$ cat config.mk
export PLATFORM = sky130hd
export DESIGN_NAME = pfr_flag_reg
export DESIGN_NICKNAME = d
export VERILOG_FILES = /design/src/pfr_pkg.sv /design/src/pfr_adder.sv /design/src/pfr_flag_reg.sv
export VERILOG_INCLUDE_DIRS = /design/src
export SDC_FILE = /design/constraint.sdc
export NUM_CORES = 1
export LEC_CHECK = 0
export BUFFER_PORTS_ARGS = -buffer_cell sky130_fd_sc_hd__buf_2
export CAP_MARGIN = 15
export CORE_ASPECT_RATIO = 1.25
export CORE_UTILIZATION = 39
export DETAILED_ROUTE_END_ITERATION = 8
export PLACE_DENSITY = 0.8
export SYNTH_ARGS = -nofsm -noshare
export SYNTH_HDL_FRONTEND = slang
export SYNTH_SLANG_ARGS = --single-unit
export TNS_END_PERCENT = 1
$ cat constraint.sdc
create_clock -name clk -period 2.82 [get_ports clk]
set_clock_uncertainty 0.15 [all_clocks]
set_input_delay 0.282 -clock clk [delete_from_list [all_inputs] [get_ports clk]]
set_output_delay 0.282 -clock clk [all_outputs]
set_load 0.05 [all_outputs]
$ cat src/pfr_params.svh
// Constants for the processor flag register block.
`ifndef PFR_PARAMS_SVH
`define PFR_PARAMS_SVH

// ----------------------------------------------------------------------
// Register addresses.
// ----------------------------------------------------------------------
`define PFR_ADDR_BANK0 9'h003
`define PFR_ADDR_BANK1 9'h083
`define PFR_ADDR_BANK2 9'h103
`define PFR_ADDR_BANK3 9'h183
`define PFR_ADDR_W 9

// ----------------------------------------------------------------------
// Bit positions.
// ----------------------------------------------------------------------
`define PFR_BIT_MSB_OVF 0
`define PFR_BIT_NIB_OVF 1
`define PFR_BIT_NULL 2
`define PFR_BIT_SLEEP 3
`define PFR_BIT_WDOG 4
`define PFR_BIT_DBANK_LO 5
`define PFR_BIT_DBANK_HI 6
`define PFR_BIT_IBANK 7

// ----------------------------------------------------------------------
// Reset values and masks.
// ----------------------------------------------------------------------
`define PFR_RESET_VAL 8'h18
`define PFR_ARITH_MASK 8'h07
`define PFR_CAUSE_MASK 8'h18
`define PFR_NIB_W 4

`endif

$ cat src/pfr_pkg.sv
// Types shared by the processor flag register block.
`default_nettype none
package pfr_pkg;
    typedef enum logic [1:0] {
        PFR_OP_NONE = 2'h0,
        PFR_OP_ADD = 2'h1,
        PFR_OP_SUB = 2'h3,
        PFR_OP_LOGIC = 2'h2
    } pfr_op_e;
endpackage
`default_nettype wire

$ cat src/pfr_adder.sv
// Flag-generating adder used for both addition and subtraction.
`timescale 1ns/10ps
`default_nettype none
`include "pfr_params.svh"
module pfr_adder #(
    parameter int WIDTH = 8
) (
    input wire logic [WIDTH-1:0] a,
    input wire logic [WIDTH-1:0] b,
    input wire logic sub,
    output logic [WIDTH-1:0] sum,
    output logic nib_carry,
    output logic msb_carry
);
    logic [WIDTH-1:0] b_eff;
    logic [WIDTH:0] full;
    logic [`PFR_NIB_W:0] low;

    // Elaboration check: the nibble carry needs more than four bits.
    if (WIDTH <= `PFR_NIB_W) begin : g_bad_width
        $error("pfr_adder WIDTH must exceed the nibble width.");
    end

    // Subtraction adds the two's complement of b; carries mean no borrow.
    assign b_eff = sub ? ~b : b;
    assign full = {1'b0, a} + {1'b0, b_eff} + {{WIDTH{1'b0}}, sub};
    assign low = {1'b0, a[`PFR_NIB_W-1:0]} + {1'b0, b_eff[`PFR_NIB_W-1:0]}
        + {{`PFR_NIB_W{1'b0}}, sub};
    assign sum = full[WIDTH-1:0];
    assign nib_carry = low[`PFR_NIB_W];
    assign msb_carry = full[WIDTH];
endmodule
`default_nettype wire

$ cat src/pfr_flag_reg.sv
// Processor flag register with ALU flag update and bank outputs.
// ----------------------------------------------------------------------
// What this block does
// One 8-bit flag register answers at four addresses, one per bank.
// Null flag bit 2 set on zero result, cleared otherwise.
// Add/subtract sets nibble overflow bit 1 on carry out of bit 3.
// Add/subtract sets msb overflow bit 0 on carry out of msb.
// In subtraction both overflow flags mean no borrow when one.
// Subtraction adds two's complement; flags come from that addition.
// Bits 6-5 pick direct bank; bit 7 picks indirect bank pair.
// Register writes never change watchdog expiry or sleep entered flags.
// Flag-affecting op writing here keeps computed arithmetic flags.
// ----------------------------------------------------------------------
//
// Decided for this implementation: the address-and-strobe port.
`timescale 1ns/10ps
`default_nettype none
`include "pfr_params.svh"
module pfr_flag_reg #(
    parameter int WIDTH = 8
) (
    input wire logic clk,
    input wire logic nrst,
    input wire logic [`PFR_ADDR_W-1:0] addr,
    input wire logic [7:0] wdata,
    input wire logic wr,
    input wire logic rd,
    output logic [7:0] rdata,
    input wire pfr_pkg::pfr_op_e alu_op,
    input wire logic [WIDTH-1:0] alu_a,
    input wire logic [WIDTH-1:0] alu_b,
    input wire logic [WIDTH-1:0] logic_result,
    output logic [WIDTH-1:0] alu_result,
    input wire logic wdog_expired,
    input wire logic sleep_entered,
    input wire logic cause_clear,
    output logic [1:0] direct_bank,
    output logic indirect_bank_hi
);
    logic [7:0] flags_reg;
    logic [7:0] flags_next;
    logic [WIDTH-1:0] sum;
    logic nib_c;
    logic msb_c;
    logic hit;
    logic [WIDTH-1:0] res;

    // Elaboration check: the nibble overflow flag needs operands wider than a nibble.
    if (WIDTH <= `PFR_NIB_W) begin : g_bad_width
        $error("pfr_flag_reg WIDTH must exceed the nibble width.");
    end

    // ------------------------------------------------------------------
    // Address decode.
    // ------------------------------------------------------------------

    // Any of the four bank mirrors selects the same register.
    function automatic logic is_flag_addr(input logic [`PFR_ADDR_W-1:0] a);
        return a == `PFR_ADDR_BANK0 || a == `PFR_ADDR_BANK1 ||
               a == `PFR_ADDR_BANK2 || a == `PFR_ADDR_BANK3;
    endfunction

    assign hit = is_flag_addr(addr);

    // ------------------------------------------------------------------
    // Arithmetic.
    // ------------------------------------------------------------------

    // Shared adder builds results and carry flags for add and subtract.
    pfr_adder #(.WIDTH(WIDTH)) u_adder (
        .a(alu_a),
        .b(alu_b),
        .sub(alu_op == pfr_pkg::PFR_OP_SUB),
        .sum(sum),
        .nib_carry(nib_c),
        .msb_carry(msb_c)
    );

    // Result seen by the null flag and handed back to the core.
    always_comb begin
        case (alu_op)
            pfr_pkg::PFR_OP_ADD, pfr_pkg::PFR_OP_SUB: res = sum;
            pfr_pkg::PFR_OP_LOGIC: res = logic_result;
            default: res = logic_result;
        endcase
    end

    // Result output is registered.
    always_ff @(posedge clk or negedge nrst) begin
        if (!nrst) begin
            alu_result <= '0;
        end else begin
            alu_result <= res;
        end
    end

    // ------------------------------------------------------------------
    // Flag register next value.
    // ------------------------------------------------------------------

    // Software write first, then computed flags override, then cause flags.
    always_comb begin
        flags_next = flags_reg;
        if (wr && hit) begin
            // Cause bits keep their value on writes.
            flags_next = (wdata & ~`PFR_CAUSE_MASK) | (flags_reg & `PFR_CAUSE_MASK);
        end
        case (alu_op)
            pfr_pkg::PFR_OP_ADD, pfr_pkg::PFR_OP_SUB: begin
                flags_next[`PFR_BIT_NULL] = (res == '0);
                flags_next[`PFR_BIT_NIB_OVF] = nib_c;
                flags_next[`PFR_BIT_MSB_OVF] = msb_c;
            end
            pfr_pkg::PFR_OP_LOGIC: begin
                flags_next[`PFR_BIT_NULL] = (res == '0);
            end
            default: begin
            end
        endcase
        // A restore sets both cause flags; an expiry or sleep event in the same cycle wins.
        if (cause_clear) begin
            flags_next = flags_next | `PFR_CAUSE_MASK;
        end
        if (wdog_expired) begin
            flags_next[`PFR_BIT_WDOG] = 1'b0;
        end
        if (sleep_entered) begin
            flags_next[`PFR_BIT_SLEEP] = 1'b0;
        end
    end

    // Flag register state.
    always_ff @(posedge clk or negedge nrst) begin
        if (!nrst) begin
            flags_reg <= `PFR_RESET_VAL;
        end else begin
            flags_reg <= flags_next;
        end
    end

    // ------------------------------------------------------------------
    // Read port and bank outputs.
    // ------------------------------------------------------------------

    // Read data stand one cycle after the strobe; zero elsewhere.
    always_ff @(posedge clk or negedge nrst) begin
        if (!nrst) begin
            rdata <= 8'h00;
        end else if (rd && hit) begin
            rdata <= flags_reg;
        end else begin
            rdata <= 8'h00;
        end
    end

    // Bank selects drive the memory addressing logic.
    assign direct_bank = {flags_reg[`PFR_BIT_DBANK_HI], flags_reg[`PFR_BIT_DBANK_LO]};
    assign indirect_bank_hi = flags_reg[`PFR_BIT_IBANK];
endmodule
`default_nettype wire

==> results.sh <==
export IMPL_status="finished clean"
export IMPL_finalCritPeriodShare=0.8712
export IMPL_die_area_um2=3749
export IMPL_cp_common_cell="xnor2_1"
export IMPL_ys_top_cells_by_area="dfrtp_1, xnor2_1, ha_1, mux2_2, and3_2"
export IMPL_ff2ff_setup_slack_ps=1750
export IMPL_rsz0062_at_grt="no"
export IMPL_post_cts_buffers=0
export IMPL_crit_path_start="alu_op[1]"
export IMPL_async_flop_share=1.000
export IMPL_grt_pass1_wl_mm=4.429
export IMPL_drtPass1Iterations=4
export IMPL_yosys_cell_types_count=33
export IMPL_synth_top_area_cell="dfrtp_1"
export IMPL_drcViolationCount=0
export IMPL_ys_seq_area_frac=0.4410
export IMPL_grt_pass1_vias=1134
export IMPL_critPathSlowestCell="fa_1"
export IMPL_grt_max_degree=25
export IMPL_path_class="primary input to flop"
export IMPL_synth_edf_count=0
export IMPL_ys_flop_type="dfrtp_1"
export IMPL_setup_tns_ps=0
export IMPL_holdBufCountCts=3
export IMPL_leakagePower_nw=0.9595
export IMPL_period_minus_slack_ps=2457
export IMPL_clockRootBuffer="clkbuf_8"
export IMPL_slowest_delay_ps=470
export IMPL_avgViaCountPerCell=4.935
export IMPL_syn2layout_area_growth_pct=31.11
export IMPL_antennaDiodeCount=0
export IMPL_htree_levels=1
export IMPL_num_rows=23
export IMPL_clockBufferDepth=2
export IMPL_critical_path_arrival_ps=2470
export IMPL_crit_end="flags_reg[2]"
export IMPL_overflow=0
export IMPL_postRouteAntennaNets=0
export IMPL_synth_top_area_share=0.4026
export IMPL_routed_wirelength_mm=2.764
export IMPL_grt_use_total=0.1583
export IMPL_postPlaceCellArea_um2=1718
export IMPL_required_ps=2830
export IMPL_core_um2=3281
export IMPL_dp_hpwl_mm=2.211
export IMPL_final_common_cell="buf_2"
export IMPL_r2r_end="flags_reg[0]"
export IMPL_cellPowerDensity_nw_per_um2=504.7
export IMPL_ys_ff_latch=24
export IMPL_final_area_um2=1793
export IMPL_cts_tree="built"
export IMPL_wl_per_cell_um=11.97
export IMPL_place_gp_congestion=0.7543
export IMPL_layout_common_cells="buf_2, dfrtp_1, xnor2_1"
export IMPL_cap_violations=0
export IMPL_reg2reg_depth=3
export IMPL_critPathLaunchType="primary input"
export IMPL_path_cells="buf_2 -> nand2_1 -> xnor2_1 -> fa_1 -> a211oi_1 -> o21bai_1 -> a21oi_1 -> xnor2_1 -> a211o_1 -> o31ai_1"
export IMPL_ys_warn_count=0
export IMPL_clock_sinks=24
export IMPL_path_max_fanout=4
export IMPL_die_w_um=54.97
export IMPL_setup_violations_final=0
export IMPL_port_buffers=64
export IMPL_initial_core_util=0.4169
export IMPL_final_layout_size_suffix_gt1_frac=0.4691
export IMPL_finalHoldViolCount=0
export IMPL_tightest_slew_ps=513.5
export IMPL_numCtsBuffers=3
export IMPL_dpl_cell_count=224
export IMPL_die_y_um=68.21
export IMPL_endpoint_kind="flop"
export IMPL_path_clk_slew_ps=70
export IMPL_syn_avg_cell_area_um2=10.94
export IMPL_drt_iter0_drc=16
export IMPL_crit_reg2reg_launch="flags_reg[0]"
export IMPL_clk_latency_ps=250
export IMPL_slew_headroom=0.6577
export IMPL_ios=69
export IMPL_syn_area_um2=1368
export IMPL_layout_nets=254
export IMPL_peakVddDrop_mv=0.3625
export IMPL_slew_violations=0
export IMPL_antenna_found_initial=0
export IMPL_layout_cells_non_filler=231
export IMPL_synthesis_instances=125
export IMPL_synth_nets=184
export IMPL_hp_class="primary input to flop"
export IMPL_post_cts_resized=0
export IMPL_vias=1140
export IMPL_holdPathStages=3
export IMPL_max_freq_mhz=407.0
==> worst min-delay path by stage <==
stage	slack, ps	from	end
3_5_place_dp	140	nrst	rdata[3]
3_3_place_gp	130	nrst	rdata[4]
5_1_grt	110	cause_clear	flags_reg[4]
6_report	110	cause_clear	flags_reg[3]
4_1_cts	100	cause_clear	flags_reg[3]
2_1_floorplan	-160	nrst	alu_result[0]
==> metal layers <==
| layer | global-route usage | part of all wire | vias to the layer above |
|---|---|---|---|
| met5 | 0 | 0 | - |
| li1 | - | - | 578 |
| met3 | 0.03556 | 0.097 | 2 |
| met1 | 0.1753 | 0.41 | 502 |
| met4 | 0.03750 | 0.0036 | 0 |
| met2 | 0.2952 | 0.48 | 58 |
==> where the power goes <==
group          switching (W)  total (W)  internal, W
logic               0.000201   0.000324     0.000123
clock network      0.0000941   0.000195     0.000100
registers          0.0000106   0.000386     0.000376
==> final cells by class <==
cell class	count	area, um2
fillers	299	1488
multi-input cells	94	721.9
flip-flops and latches	24	603.1
repair buffers	69	365.4
well taps	37	46.29
clock buffers	4	45.04
inverters	3	11.26
==> per-stage QoR <==
| step | utilization | hold slack, ps | setup WS (ps) | total power [W] |
|---|---|---|---|---|
| floorplan | - | -163.6 | 52.15 | 0.0006222 |
| global placement | 0.5236 | 126.6 | 210.0 | 0.0007085 |
| detailed placement | 0.5236 | 137.9 | 81.06 | 0.0007143 |
| CTS | 0.5465 | 97.10 | 345.8 | 0.0009166 |
| global route | 0.5465 | 106.2 | 220.9 | 0.0009662 |
| finish | 0.5465 | 105.7 | 363.2 | 0.0009049 |
==> cells by family (layout without fill, tap and decap cells) <==
family	count (synthesis)	in the layout	synth area share
compound gates	26	26	0.1153
fa+ha+maj	9	9	0.08784
buf+inv	7	76	0.03110
simple gates	36	36	0.1546
flops	24	24	0.4410
xor+xnor	13	13	0.08326
mux	10	10	0.08692
==> critical path, delay by kind of cell <==
kind	cells	cell delay, ps
compound gates	5	1160
buf+inv	1	120
xor+xnor	2	320
simple gates	1	120
fa+ha+maj	1	470
==> cells in the mapped netlist (2+ instances only) <==
cell type	count
dfrtp_1	22
xnor2_1	12
a21oi_1	11
nor2_1	10
and3_2	8
ha_1	8
mux2_2	7
nand2_1	7
o21ai_0	4
inv_1	3
nand4_1	3
a211o_1	2
a21o_1	2
a31oi_1	2
buf_4	2
dfstp_2	2
mux2_4	2
nor2b_1	2
o21bai_1	2
Note: power is estimated with default switching activity, not from simulation.
